### config.mk
export PLATFORM = sky130hd
export DESIGN_NAME = csf_status_fault_regs
export DESIGN_NICKNAME = d
export VERILOG_FILES = /design/src/csf_pkg.sv /design/src/csf_short_if.sv /design/src/csf_short_timer.sv /design/src/csf_status_fault_regs.sv
export SDC_FILE = /design/constraint.sdc
export NUM_CORES = 1
export LEC_CHECK = 0
export BUFFER_PORTS_ARGS = -buffer_cell sky130_fd_sc_hd__buf_2
export CORE_MARGIN = 3
export CORE_UTILIZATION = 40
export DETAILED_ROUTE_END_ITERATION = 10
export PLACE_DENSITY = 0.61
export SLEW_MARGIN = 25
export SYNTH_ARGS = -nofsm -noshare
export SYNTH_HDL_FRONTEND = slang
export SYNTH_SLANG_ARGS = --single-unit
### constraint.sdc
create_clock -name clk -period 6.9 [get_ports clk]
set_input_delay 0 -clock clk [delete_from_list [all_inputs] [get_ports clk]]
set_output_delay 0 -clock clk [all_outputs]
set_load 0.01 [all_outputs]
### src/csf_pkg.sv
// Purpose: shared constants for the charger status and fault register group
// Assumes: 25 MHz system clock, battery sense voltage delivered as millivolts
// Notes:   register offsets are byte addresses on the serial register port
package csf_pkg;

   // ****************************************************************
   // register map
   // ****************************************************************
   localparam logic [7:0] CSF_OFS_STATUS2 = 8'h0C;
   localparam logic [7:0] CSF_OFS_FAULT   = 8'h0D;
   localparam logic [7:0] CSF_OFS_SHORT   = 8'h10;
   localparam logic [7:0] CSF_OFS_TERM    = 8'h11;

   localparam logic [7:0] CSF_RST_SHORT   = 8'h84;
   localparam logic [7:0] CSF_RST_TERM    = 8'h40;
   localparam logic [7:0] CSF_SHORT_MASK  = 8'hE7;

   // ****************************************************************
   // field positions
   // ****************************************************************
   localparam int CSF_ZONE_LSB    = 5;
   localparam int CSF_RCH_BIT     = 3;
   localparam int CSF_FLT_SHORT   = 3;
   localparam int CSF_FLT_OT_LOW  = 1;
   localparam int CSF_FLT_OT_HIGH = 0;
   localparam int CSF_TSEL_LSB    = 5;
   localparam int CSF_VSEL_LSB    = 0;

   localparam logic [2:0] CSF_CHG_COMPLETE = 3'h4;

   // ****************************************************************
   // battery short detection
   // ****************************************************************
   localparam logic [11:0] CSF_SHORT_BASE_MV = 12'h7D0;
   localparam logic [11:0] CSF_SHORT_STEP_MV = 12'h064;
   localparam int          CSF_CLK_HZ        = 25_000_000;
   localparam int          CSF_SEC_MS        = 1000;
   localparam int          CSF_SEC_CYCLES    = CSF_CLK_HZ / CSF_SEC_MS * CSF_SEC_MS;

   // timeout code to seconds
   function automatic logic [7:0] csf_timeout_sec(input logic [2:0] code);
      logic [7:0] s;
      s = 8'h01;
      unique case (code)
         3'h0: s = 8'h01;
         3'h1: s = 8'h02;
         3'h2: s = 8'h04;
         3'h3: s = 8'h0A;
         3'h4: s = 8'h1E;
         3'h5: s = 8'h3C;
         3'h6: s = 8'h78;
         3'h7: s = 8'hB4;
      endcase
      return s;
   endfunction

   // ****************************************************************
   // serial port states
   // ****************************************************************
   typedef enum logic [2:0]
   {
      CSF_ST_IDLE  = 3'b000,
      CSF_ST_ADDR  = 3'b001,
      CSF_ST_WRITE = 3'b010,
      CSF_ST_READ  = 3'b011,
      CSF_ST_ACK   = 3'b100,
      CSF_ST_MACK  = 3'b101
   } csf_state_t;

endpackage

### src/csf_short_if.sv
// Purpose: carries settings and result between register bank and short timer
// Assumes: all signals in the clk domain
// Notes:   none
`timescale 1ns/1ps
interface csf_short_if;
   logic [2:0]  timeout_sel;
   logic [2:0]  voltage_sel;
   logic [11:0] sense_mv;
   logic        short_detect;

   modport bank  (output timeout_sel, output voltage_sel, output sense_mv, input short_detect);
   modport timer (input timeout_sel, input voltage_sel, input sense_mv, output short_detect);
endinterface

### src/csf_short_timer.sv
// Purpose: times how long the battery stays below the short threshold
// Assumes: sense_mv is a settled millivolt reading each cycle
// Notes:   short_detect is a one-cycle pulse when the timeout elapses
`timescale 1ns/1ps
module csf_short_timer
   import csf_pkg::*;
#(
   parameter int SEC_CYCLES = CSF_SEC_CYCLES
)
(
   // clock and reset
   input wire logic  clk,
   input wire logic  nrst,
   // settings and result
   csf_short_if.timer sif
);

   logic [24:0] pre_reg;
   logic [24:0] pre_next;
   logic [7:0]  sec_reg;
   logic [7:0]  sec_next;
   logic        det_reg;
   logic [11:0] short_mv;
   logic        below;
   logic        tick;
   logic [7:0]  limit;

   // ****************************************************************
   // threshold and one-second prescaler
   // ****************************************************************
   assign short_mv = CSF_SHORT_BASE_MV
                     + 12'(CSF_SHORT_STEP_MV * {9'h000, sif.voltage_sel});
   assign below  = sif.sense_mv < short_mv;
   assign limit  = csf_timeout_sec(sif.timeout_sel);
   assign tick   = pre_reg == 25'(SEC_CYCLES - 1);

   // the prescaler restarts too, so every timeout is a full interval
   assign pre_next = (!below || tick) ? 25'h0000000 : pre_reg + 25'h0000001;
   assign sec_next = !below ? 8'h00 : (tick && sec_reg != 8'hFF) ? sec_reg + 8'h01 : sec_reg;

   always_ff @(posedge clk or negedge nrst)
   begin
      if (!nrst)
      begin
         pre_reg <= 25'h0000000;
         sec_reg <= 8'h00;
         det_reg <= 1'b0;
      end
      else
      begin
         pre_reg <= pre_next;
         sec_reg <= sec_next;
         det_reg <= below && tick && (sec_reg + 8'h01 == limit);
      end
   end

   assign sif.short_detect = det_reg;

endmodule

### src/csf_status_fault_regs.sv
// Purpose: charger status, fault and battery short registers on a serial port
// Assumes: scl and sda inputs are already synchronous to clk
// Notes:   sda is open drain; the block only ever pulls it low
//
// Behaviour
// - thermistor zone code read in bits 7:5
// - recharge flag only when disabled and complete
// - recharge flag one when sense below threshold
// - battery level band read in bits 2:0
// - fault bit 3 latches battery short
// - fault bit 1 latches lower overtemperature
// - fault bit 0 latches upper overtemperature
// - faults held until write-one or power cycle
// - bits 7:5 select short timeout seconds
// - bits 2:0 select short voltage threshold
`timescale 1ns/1ps
module csf_status_fault_regs
   import csf_pkg::*;
#(
   parameter logic [6:0] DEV_ADDR   = 7'h14,
   parameter int         SEC_CYCLES = CSF_SEC_CYCLES
)
(
   // clock and reset
   input  wire logic        clk,
   input  wire logic        nrst,
   // serial register port
   input  wire logic        scl_in,
   input  wire logic        sda_in,
   output logic             sda_out,
   output logic             sda_oe,
   // charger state
   input  wire logic [2:0]  thermistor_zone_code,
   input  wire logic [2:0]  battery_level_code,
   input  wire logic [2:0]  charge_state_code,
   input  wire logic        recharge_disable,
   input  wire logic [11:0] battery_sense_voltage,
   input  wire logic [11:0] recharge_threshold,
   // fault sources
   input  wire logic        overtemp_lower_event,
   input  wire logic        overtemp_upper_event,
   input  wire logic        supply_input_ok,
   // fault state
   output logic             battery_short_fault,
   output logic             overtemp_lower_fault,
   output logic             overtemp_upper_fault
);

   csf_short_if sif ();

   csf_state_t  state_reg;
   logic [3:0]  cnt_reg;
   logic [7:0]  shift_reg;
   logic [7:0]  tx_reg;
   logic [7:0]  ptr_reg;
   logic        first_reg;
   logic        read_reg;
   logic        oe_reg;
   logic        sda_out_reg;
   logic        scl_prev_reg;
   logic        sda_prev_reg;
   logic        wr_reg;
   logic [7:0]  wdata_reg;
   logic [7:0]  waddr_reg;
   logic [2:0]  fault_reg;
   logic [7:0]  short_cfg_reg;
   logic [7:0]  term_cfg_reg;

   logic        scl_rise;
   logic        scl_fall;
   logic        start_cond;
   logic        stop_cond;
   logic        addr_match;
   logic        rch_active;
   logic        rch_flag;
   logic [7:0]  status2_val;
   logic [7:0]  fault_val;
   logic [7:0]  rdata;
   logic        wr_fault;
   logic        wr_short;
   logic        wr_term;
   logic [2:0]  fault_set;
   logic [2:0]  fault_clr;
   logic [2:0]  fault_next;

   // ****************************************************************
   // bus condition detection
   // ****************************************************************
   assign scl_rise   = scl_in && !scl_prev_reg;
   assign scl_fall   = !scl_in && scl_prev_reg;
   assign start_cond = scl_in && scl_prev_reg && sda_prev_reg && !sda_in;
   assign stop_cond  = scl_in && scl_prev_reg && !sda_prev_reg && sda_in;
   assign addr_match = shift_reg[7:1] == DEV_ADDR;

   // ****************************************************************
   // read view
   // ****************************************************************
   assign rch_active  = recharge_disable && (charge_state_code == CSF_CHG_COMPLETE);
   assign rch_flag    = rch_active && (battery_sense_voltage < recharge_threshold);

   assign status2_val = {thermistor_zone_code, 1'b0, rch_flag, battery_level_code};
   assign fault_val   = {4'h0, fault_reg[2], 1'b0, fault_reg[1:0]};

   assign rdata = (ptr_reg == CSF_OFS_STATUS2) ? status2_val   :
                  (ptr_reg == CSF_OFS_FAULT)   ? fault_val     :
                  (ptr_reg == CSF_OFS_SHORT)   ? short_cfg_reg :
                  (ptr_reg == CSF_OFS_TERM)    ? term_cfg_reg  :
                  8'h00;

   // ****************************************************************
   // register writes
   // ****************************************************************
   assign wr_fault = wr_reg && (waddr_reg == CSF_OFS_FAULT);
   assign wr_short = wr_reg && (waddr_reg == CSF_OFS_SHORT);
   assign wr_term  = wr_reg && (waddr_reg == CSF_OFS_TERM);

   // index 2 holds the battery short flag, 1 and 0 the overtemperature flags
   assign fault_set = {sif.short_detect, overtemp_lower_event, overtemp_upper_event};
   // low supply clears each flag whose event is not firing, so a power cycle without events leaves them empty
   assign fault_clr = (wr_fault ? {wdata_reg[CSF_FLT_SHORT], wdata_reg[CSF_FLT_OT_LOW],
                                   wdata_reg[CSF_FLT_OT_HIGH]} : 3'h0)
                      | {3{!supply_input_ok}};
   // a new event beats a clear in the same cycle
   assign fault_next = fault_set | (fault_reg & ~fault_clr);

   always_ff @(posedge clk or negedge nrst)
   begin
      if (!nrst)
      begin
         fault_reg     <= 3'h0;
         short_cfg_reg <= CSF_RST_SHORT;
         term_cfg_reg  <= CSF_RST_TERM;
      end
      else
      begin
         fault_reg <= fault_next;
         if (wr_short)
         begin
            short_cfg_reg <= wdata_reg & CSF_SHORT_MASK;
         end
         if (wr_term)
         begin
            term_cfg_reg <= wdata_reg;
         end
      end
   end

   // ****************************************************************
   // battery short timer
   // ****************************************************************
   assign sif.timeout_sel = short_cfg_reg[CSF_TSEL_LSB +: 3];
   assign sif.voltage_sel = short_cfg_reg[CSF_VSEL_LSB +: 3];
   assign sif.sense_mv    = battery_sense_voltage;

   csf_short_timer #(
      .SEC_CYCLES (SEC_CYCLES)
   ) u_short_timer (
      .clk  (clk),
      .nrst (nrst),
      .sif  (sif.timer)
   );

   // ****************************************************************
   // serial port engine
   // ****************************************************************
   always_ff @(posedge clk or negedge nrst)
   begin
      if (!nrst)
      begin
         scl_prev_reg <= 1'b1;
         sda_prev_reg <= 1'b1;
         sda_out_reg  <= 1'b0;
      end
      else
      begin
         scl_prev_reg <= scl_in;
         sda_prev_reg <= sda_in;
         sda_out_reg  <= 1'b0;
      end
   end

   always_ff @(posedge clk or negedge nrst)
   begin
      if (!nrst)
      begin
         state_reg <= CSF_ST_IDLE;
         cnt_reg   <= 4'h0;
         shift_reg <= 8'h00;
         tx_reg    <= 8'h00;
         ptr_reg   <= 8'h00;
         first_reg <= 1'b0;
         read_reg  <= 1'b0;
         oe_reg    <= 1'b0;
         wr_reg    <= 1'b0;
         wdata_reg <= 8'h00;
         waddr_reg <= 8'h00;
      end
      else
      begin
         wr_reg <= 1'b0;
         if (start_cond)
         begin
            state_reg <= CSF_ST_ADDR;
            cnt_reg   <= 4'h0;
            oe_reg    <= 1'b0;
         end
         else if (stop_cond)
         begin
            state_reg <= CSF_ST_IDLE;
            oe_reg    <= 1'b0;
         end
         else
         begin
            unique case (state_reg)
               CSF_ST_IDLE:
               begin
                  oe_reg <= 1'b0;
               end
               CSF_ST_ADDR, CSF_ST_WRITE:
               begin
                  if (scl_rise)
                  begin
                     shift_reg <= {shift_reg[6:0], sda_in};
                     cnt_reg   <= cnt_reg + 4'h1;
                  end
                  else if (scl_fall && cnt_reg == 4'h8)
                  begin
                     cnt_reg <= 4'h0;
                     if (state_reg == CSF_ST_ADDR)
                     begin
                        // a foreign address leaves the line alone until the next start
                        if (addr_match)
                        begin
                           oe_reg    <= 1'b1;
                           read_reg  <= shift_reg[0];
                           first_reg <= !shift_reg[0];
                           state_reg <= CSF_ST_ACK;
                        end
                        else
                        begin
                           state_reg <= CSF_ST_IDLE;
                        end
                     end
                     else
                     begin
                        oe_reg    <= 1'b1;
                        state_reg <= CSF_ST_ACK;
                        if (first_reg)
                        begin
                           ptr_reg   <= shift_reg;
                           first_reg <= 1'b0;
                        end
                        else
                        begin
                           wr_reg    <= 1'b1;
                           waddr_reg <= ptr_reg;
                           wdata_reg <= shift_reg;
                           ptr_reg   <= ptr_reg + 8'h01;
                        end
                     end
                  end
               end
               CSF_ST_ACK:
               begin
                  if (scl_fall)
                  begin
                     cnt_reg <= 4'h0;
                     if (read_reg)
                     begin
                        tx_reg    <= rdata;
                        oe_reg    <= !rdata[7];
                        state_reg <= CSF_ST_READ;
                     end
                     else
                     begin
                        oe_reg    <= 1'b0;
                        state_reg <= CSF_ST_WRITE;
                     end
                  end
               end
               CSF_ST_READ:
               begin
                  if (scl_rise)
                  begin
                     cnt_reg <= cnt_reg + 4'h1;
                  end
                  else if (scl_fall)
                  begin
                     if (cnt_reg == 4'h8)
                     begin
                        oe_reg    <= 1'b0;
                        state_reg <= CSF_ST_MACK;
                     end
                     else
                     begin
                        tx_reg <= {tx_reg[6:0], 1'b0};
                        oe_reg <= !tx_reg[6];
                     end
                  end
               end
               CSF_ST_MACK:
               begin
                  if (scl_rise)
                  begin
                     // a not-acknowledge from the host ends the read burst
                     if (sda_in)
                     begin
                        state_reg <= CSF_ST_IDLE;
                     end
                     else
                     begin
                        ptr_reg <= ptr_reg + 8'h01;
                     end
                  end
                  else if (scl_fall)
                  begin
                     cnt_reg   <= 4'h0;
                     tx_reg    <= rdata;
                     oe_reg    <= !rdata[7];
                     state_reg <= CSF_ST_READ;
                  end
               end
               default:
               begin
                  state_reg <= CSF_ST_IDLE;
                  oe_reg    <= 1'b0;
               end
            endcase
         end
      end
   end

   // ****************************************************************
   // outputs
   // ****************************************************************
   assign sda_oe               = oe_reg;
   assign sda_out              = sda_out_reg;
   assign battery_short_fault  = fault_reg[2];
   assign overtemp_lower_fault = fault_reg[1];
   assign overtemp_upper_fault = fault_reg[0];

endmodule

==> results of run 1 <==
==> synthesized netlist by cell type (4+ instances only) <==
library cell  number
o211ai_1           4
clkbuf_1          18
and3_1             5
nor3_1            33
mux2_2            38
nand2b_1          11
o21ai_0           31
nand3_1           26
nand4_1           10
a211oi_1           5
o21a_1             7
ha_1              36
nor2_1            59
inv_1             24
nand3b_1           4
nor2b_1            4
a21oi_1           32
o22ai_1            5
o2111ai_1          4
a21o_1             6
or2_2              5
dfstp_2            5
nand2_1           57
xor2_1            23
dfrtp_1           98
xnor2_1           23
==> layout by cell type (no fill, tap or decap), drive strengths merged, types with 4 or more instances in the layout <==
master,n
dfrtp,98
nor2,59
nand2,57
buf,47
mux2,38
ha,36
nor3,34
a21oi,32
o21ai,31
inv,27
nand3,26
xor2,23
xnor2,23
nand2b,11
nand4,10
clkbuf,10
dlygate4sd3,8
o21a,7
a21o,6
or2,5
a211oi,5
o22ai,5
and3,5
dfstp,5
nor4,5
o2111ai,4
nor2b,4
o211ai,4
nand3b,4
or4,4
or4b,4
a2111oi,4
==> layout make-up <==
type | count | area (um2) | area share (%)
clock inverter | 6 | 85.1 | 1.22
sequential | 103 | 2580 | 37.1
clock buffer | 10 | 239 | 3.43
inverter | 24 | 90.1 | 1.29
timing repair buffer | 55 | 329 | 4.73
multi-input combinational | 493 | 3410 | 48.9
tap | 184 | 230 | 3.31
==> per-layer routing <==
layer / vias to the layer above / wire length (um) / part of all wire (%) / GRT usage (%)
li1: 2399 / - / - / -
met1: 2388 / 6580 / 47 / 23.6
met2: 113 / 6550 / 47 / 27.6
met3: 18 / 551 / 4.0 / 3.60
met4: 0 / 248 / 1.8 / 5.01
met5: - / 0 / 0 / 0
==> timing repair <==
item | CTS | global route
setup endpoints to repair | 0 | 0
hold buffers | 8 | 0
hold endpoints to repair | 36 | 0
gates resized for setup | 0 | 0
==> logic make-up after synthesis <==
logic type | synth area share, %
flops | 42.0
fa+ha+maj | 7.32
compound gates | 13.2
simple gates | 20.4
other cells | 0.0610
mux | 7.45
buf+inv | 2.99
xor+xnor | 6.55
==> metrics by stage <==
| stage | hold slack, ns | utilization, % | setup WS [ns] |
|---|---|---|---|
| after CTS | 0.0398 | 46.9 | 3.02 |
| after global routing | 0.0732 | 47.0 | 2.70 |
| after floorplan | -0.296 | - | 3.57 |
| after detailed placement | -0.0369 | 44.2 | 3.07 |
| final | 0.0415 | 47.0 | 3.06 |
| after global placement | -0.0410 | 44.1 | 3.30 |
==> where the power goes <==
part	switching [mW]	leakage, nW	total [mW]	internal, mW
clock	0.246	0.156	0.547	0.301
sequential	0.0740	1.39	0.724	0.650
combinational	0.0952	1.62	0.190	0.0944
total	0.415	3.16	1.46	1.05
==> final timing paths <==
path                                                               start                                  endpoint  cells after the start
min in group asynchronous                                           nrst        u_short_timer.pre_reg[0]$_DFF_PN0_                      2
worst max-delay path                        short_cfg_reg[2]$_DFFE_PN1P_  u_short_timer.sif.short_detect$_DFF_PN0_                     13
worst min register to register  u_short_timer.sif.short_detect$_DFF_PN0_                    fault_reg[2]$_DFF_PN0_                      1
worst min-delay path                             thermistor_zone_code[1]                     tx_reg[6]$_DFFE_PN0P_                      3
max in group asynchronous                                           nrst                    ptr_reg[5]$_DFFE_PN0P_                      3
worst max register to register              short_cfg_reg[2]$_DFFE_PN1P_  u_short_timer.sif.short_detect$_DFF_PN0_                     13
==> tightest hold or removal path, delay by kind of cell <==
kind | cells | cell delay [ns]
AOI/OAI and AO/OA | 2 | 0.26
buffers and inverters | 1 | 0.09
==> run summary, run 1 <==
Status -> completed
Worst IR drop on VDD -> 0.119 mV
Vias in the first global route -> 4685
Max reg flops -> 25
Top cell by count, worst path -> ha_1
FMAX -> 261 MHz
Site Rows -> 44
MaxCap Viol Count -> 0
Dpl cell area -> 6540 um2
DR vias/cell -> 5.62
Final worst-path cycle share -> 55.6%
Top delay family on crit path -> simple AND/OR/NAND/NOR gates
Starting density of the core -> 41.5%
Post-synth EDFFs -> 0
Commonest register cell after synthesis -> dfrtp_1
Worst path slowest cell -> dfstp_2
Worst-path maximum fanout -> 34
GPL Wtd Cong -> 0.837
Fin. max-slew vios -> 0
Die Width -> 130 um
Yosys Warn Count -> 0
CTS Buffer Depth -> 2
DP Cell Count -> 850
Startpoint types -> flip-flop
Core area -> 14800 um2
Total wire length -> 13900 um
Cell Area, Synth -> 6150 um2
Top cells by area, synth -> dfrtp_1 (40%), ha_1 (7.3%), mux2_2 (7.0%), nor2_1 (3.6%), nand2_1 (3.5%)
Total setup buffers inserted after CTS -> 0
Antenna viol nets, final -> 0
Mapped Cells -> 643
Die height -> 130 um
Share of cells above drive strength 1 -> 18.1%
CP arrival -> 4.07 ns
Async set-reset flop share out of synthesis -> 100%
Post-DR wirelength/cell -> 15.9 um
Final instance area -> 6960 um2
Worst-margin pin slew -> 0.946 ns
Fill cells -> 1366
Full die area -> 16900 um2
Vias -> 4918
Seq/Total Area, Yosys -> 42.0%
Worst Path Buf+Inv -> 2
Port buffer count -> 44
CTS tree -> done
Largest net degree at the start of global routing -> 74
Min-delay worst type -> primary input to flip-flop
Clk_skew -> 0.0101 ns
Clock slew at reported path FFs -> 0.07 ns
Total global-route track usage -> 17.2%
Diodes inserted -> 0
Critical Path Max Stage Delay -> 0.63 ns
Crit Path Category -> flip-flop to flip-flop
Post-synth top area share -> 39.9%
DRT Pass-1 Iters -> 5
Post-DP HPWL -> 10100 um
Layout Cells excl Fill -> 875
Num ports -> 46
GRT Residual Overflow -> 0
Pwr per Cell Area -> 210 nW/um2
Final Hold Violating Endpoints -> 0
FF+latch count, synth -> 103
Final count of negative-setup-slack endpoints -> 0
Mapped Avg Cell Area -> 9.57 um2
Total power -> 1.46 mW
DR DRC count -> 0
Initial DRC Count -> 406
Tmin final -> 3.84 ns
CP endpoint kind -> flip-flop
Post-synth cell types -> 66
Worst reg2reg setup slack -> 3.06 ns
Worst path cell trace -> ha_1 > inv_1 > ha_1 > ha_1 > nor3_1 > nand2_1 > or2_2 > ha_1 > or4_1 > a211oi_1 > a21oi_2 > buf_4 > a2111oi_1
Setup TNS -> 0 ns
Clk_lat worst skew -> 0.35 ns
Initial antenna violation count -> 0
Syn_nets -> 720
CP required -> 7.13 ns
Cts bufs inserted -> 9
Max-slew headroom -> 36.8%
Fin nets -> 763
Syn-to-layout area delta -> 13.2%
RSZ-0062 raised after global routing -> false
Htree depth -> 3
Leakage -> 3.16 nW
Root buffer cell -> clkbuf_16
Area leader, netlist -> dfrtp_1
CTS sink count -> 103
First-pass GRT wire length -> 23400 um
Power figures use the tool's default switching activity.
==> run 2, diff against run 1 <==
--- a/config.mk
+++ b/config.mk
@@ -9,7 +9,7 @@
 export CORE_MARGIN = 3
 export CORE_UTILIZATION = 40
 export DETAILED_ROUTE_END_ITERATION = 10
-export PLACE_DENSITY = 0.61
+export PLACE_DENSITY = 0.63
 export SLEW_MARGIN = 25
 export SYNTH_ARGS = -nofsm -noshare
 export SYNTH_HDL_FRONTEND = slang
==> constraint.sdc (replaced) <==
create_clock -name clk -period 3.3 [get_ports clk]
set_input_delay 0 -clock clk [delete_from_list [all_inputs] [get_ports clk]]
set_output_delay 0 -clock clk [all_outputs]
set_load 0.01 [all_outputs]
==> run 2 against run 1 <==
- sequential share of layout area is 1.3 points lower
- combinational power is 130% higher
- cell area is 3.5% higher
- critical endpoint is now u_short_timer.pre_reg[11]$_DFF_PN0_
- critical path type unchanged
- highest routed layer unchanged
- clock power is 97% higher
- worst setup slack worse by 3.0 ns
==> run summary, run 2 (same netlist as run 1, synthesis figures left out) <==
CP required -> 3.56 ns (was 7.13 ns)
Antenna viol nets, final -> 0 (unchanged)
Starting density of the core -> 41.5% (unchanged)
Syn-to-layout area delta -> 17.2% (was 13.2%)
Worst-margin pin slew -> 0.966 ns (was 0.946 ns)
Switching power -> 844 uW (was 415 uW)
DR DRC count -> 0 (unchanged)
Num ports -> 46 (unchanged)
GPL Wtd Cong -> 0.847 (was 0.837)
Depth of the most critical reg-to-reg path -> 13 (unchanged)
Leakage -> 3.26 nW (was 3.16 nW)
Setup TNS -> 0 ns (unchanged)
Clk_lat worst skew -> 0.35 ns (about the same)
FMAX -> 309 MHz (was 261 MHz)
CP endpoint kind -> flip-flop (unchanged)
Cts bufs inserted -> 9 (unchanged)
Min-Delay Path Depth -> 3 (unchanged)
Startpoint types -> flip-flop (unchanged)
Final Hold Violating Endpoints -> 0 (unchanged)
Die height -> 130 um (unchanged)
Total global-route track usage -> 17.5% (was 17.2%)
Pwr per Cell Area -> 418 nW/um2 (was 210 nW/um2)
Max-slew headroom -> 35.5% (was 36.8%)
Largest net degree at the start of global routing -> 56 (was 74)
Final instance area -> 7210 um2 (was 6960 um2)
Site Rows -> 44 (unchanged)
First-pass GRT wire length -> 23600 um (was 23400 um)
Clock slew at reported path FFs -> 0.07 ns (about the same)
Htree depth -> 3 (unchanged)
GRT Residual Overflow -> 0 (unchanged)
Tmin final -> 3.23 ns (was 3.84 ns)
Sw Ratio -> 28.0% (was 28.4%)
Core area -> 14800 um2 (unchanged)
Logic gate share of total power -> 14.3% (was 13.0%)
Clk_skew -> 0.0142 ns (was 0.0101 ns)
CTS sink count -> 103 (unchanged)
Fill cells -> 1356 (was 1366)
CTS tree -> done (unchanged)
DRT Pass-1 Iters -> 5 (unchanged)
Post-DR wirelength/cell -> 16.7 um (was 15.9 um)
Vias in the first global route -> 4845 (was 4685)
Sequential share of power -> 49.9% (was 49.6%)
Crit Path Category -> flip-flop to flip-flop (unchanged)
Commonest non-fill, non-tap cell in the layout -> dfrtp_1 (unchanged)
CP arrival -> 3.49 ns (was 4.07 ns)
Final count of negative-setup-slack endpoints -> 0 (unchanged)
Port buffer count -> 44 (unchanged)
Diodes inserted -> 0 (unchanged)
MaxCap Viol Count -> 0 (unchanged)
Final worst-path cycle share -> 98.0% (was 55.6%)
Max reg flops -> 25 (unchanged)
Cell internal pwr -> 2.17 mW (was 1.05 mW)
Most frequent cells in the layout -> dfrtp_1 (98), nor2_1 (59), nand2_1 (57) (unchanged)
Initial DRC Count -> 466 (was 406)
Status -> completed (unchanged)
Total wire length -> 14800 um (was 13900 um)
Worst-path maximum fanout -> 8 (was 34)
Post-DP HPWL -> 10400 um (was 10100 um)
Root buffer cell -> clkbuf_16 (unchanged)
Full die area -> 16900 um2 (unchanged)
Initial antenna violation count -> 0 (unchanged)
Share of cells above drive strength 1 -> 22.0% (was 18.1%)
CTS Buffer Depth -> 2 (unchanged)
Fin. max-slew vios -> 0 (unchanged)
Dpl cell area -> 6660 um2 (was 6540 um2)
DR vias/cell -> 5.72 (was 5.62)
Clk pwr share -> 35.7% (was 37.4%)
Worst IR drop on VDD -> 0.269 mV (was 0.119 mV)
Total setup buffers inserted after CTS -> 0 (unchanged)
Min-delay worst type -> primary input to flip-flop (unchanged)
Worst reg2reg setup slack -> 0.07 ns (was 3.06 ns)
Fin nets -> 777 (was 763)
Post-layout util -> 48.7% (was 47.0%)
Die Width -> 130 um (unchanged)
Vias -> 5077 (was 4918)
run 2: worst max-delay path, cell delays in order (launching register included):
cell and delay (ns):
dfstp_2 0.53, ha_1 0.22, inv_1 0.07, ha_2 0.18, ha_4 0.21, nor3_4 0.12
a21boi_2 0.19, xor2_1 0.08, ha_2 0.19, or4_4 0.56, a211oi_4 0.27, a21oi_4 0.14
clkbuf_16 0.20, nor3_1 0.18
run 2: through the flow:
step / power [mW] / hold WS, ns / cells / setup slack [ns]
finish: 3.01 / 0.0926 / 888 / 0.0671
global route: 3.16 / 0.112 / 888 / -0.0249
CTS: 3.01 / 0.0807 / 886 / 0.000402
detailed placement: 1.92 / 0.0986 / 863 / -0.240
global placement: 1.90 / 0.0817 / 863 / -0.00931
floorplan: 1.75 / -0.296 / 643 / 0.00203
run 2: path summary, 6_finish.rpt:
path,endpoint,startpoint
min reg2reg,tx_reg[0]$_DFFE_PN0P_,tx_reg[0]$_DFFE_PN0P_
max in group asynchronous,short_cfg_reg[7]$_DFFE_PN1P_,nrst
max reg2reg,u_short_timer.pre_reg[11]$_DFF_PN0_,short_cfg_reg[2]$_DFFE_PN1P_
min in group asynchronous,ptr_reg[0]$_DFFE_PN0P_,nrst
min,tx_reg[6]$_DFFE_PN0P_,thermistor_zone_code[1]
max,u_short_timer.pre_reg[11]$_DFF_PN0_,short_cfg_reg[2]$_DFFE_PN1P_
run 2: layer usage:
layer	GRT usage, %	share of wire [%]
met1	24.2	47
met4	5.44	1.0
met2	27.7	46
met5	0	0
met3	3.52	5.9
run 2: area by class of cell:
cell class / count / area (um2) / area share [%]
Clock buffer: 9 / 225 / 3.12
Sequential cell: 103 / 2580 / 35.8
Clock inverter: 6 / 71.3 / 0.989
Timing Repair Buffer: 69 / 490 / 6.80
Tap cell: 184 / 230 / 3.19
Multi-Input combinational cell: 493 / 3520 / 48.8
Inverter: 24 / 90.1 / 1.25
run 2: power groups by stage:
stage | clock network [mW] | registers, mW | logic [mW]
detailed placement | 0 | 1.52 | 0.402
floorplan | 0 | 1.47 | 0.286
global placement | 0 | 1.52 | 0.384
CTS | 1.10 | 1.50 | 0.415
global route | 1.15 | 1.52 | 0.485
finish | 1.08 | 1.50 | 0.432
run 2: what timing repair did:
action | 4_1_cts | 5_1_grt
hold buffers | 8 | 0
hold endpoints to repair | 49 | 0
setup endpoints to repair | 34 | 25
pin swaps | 1 | 4
gates resized for setup | 8 | 16
cloned | 0 | 2
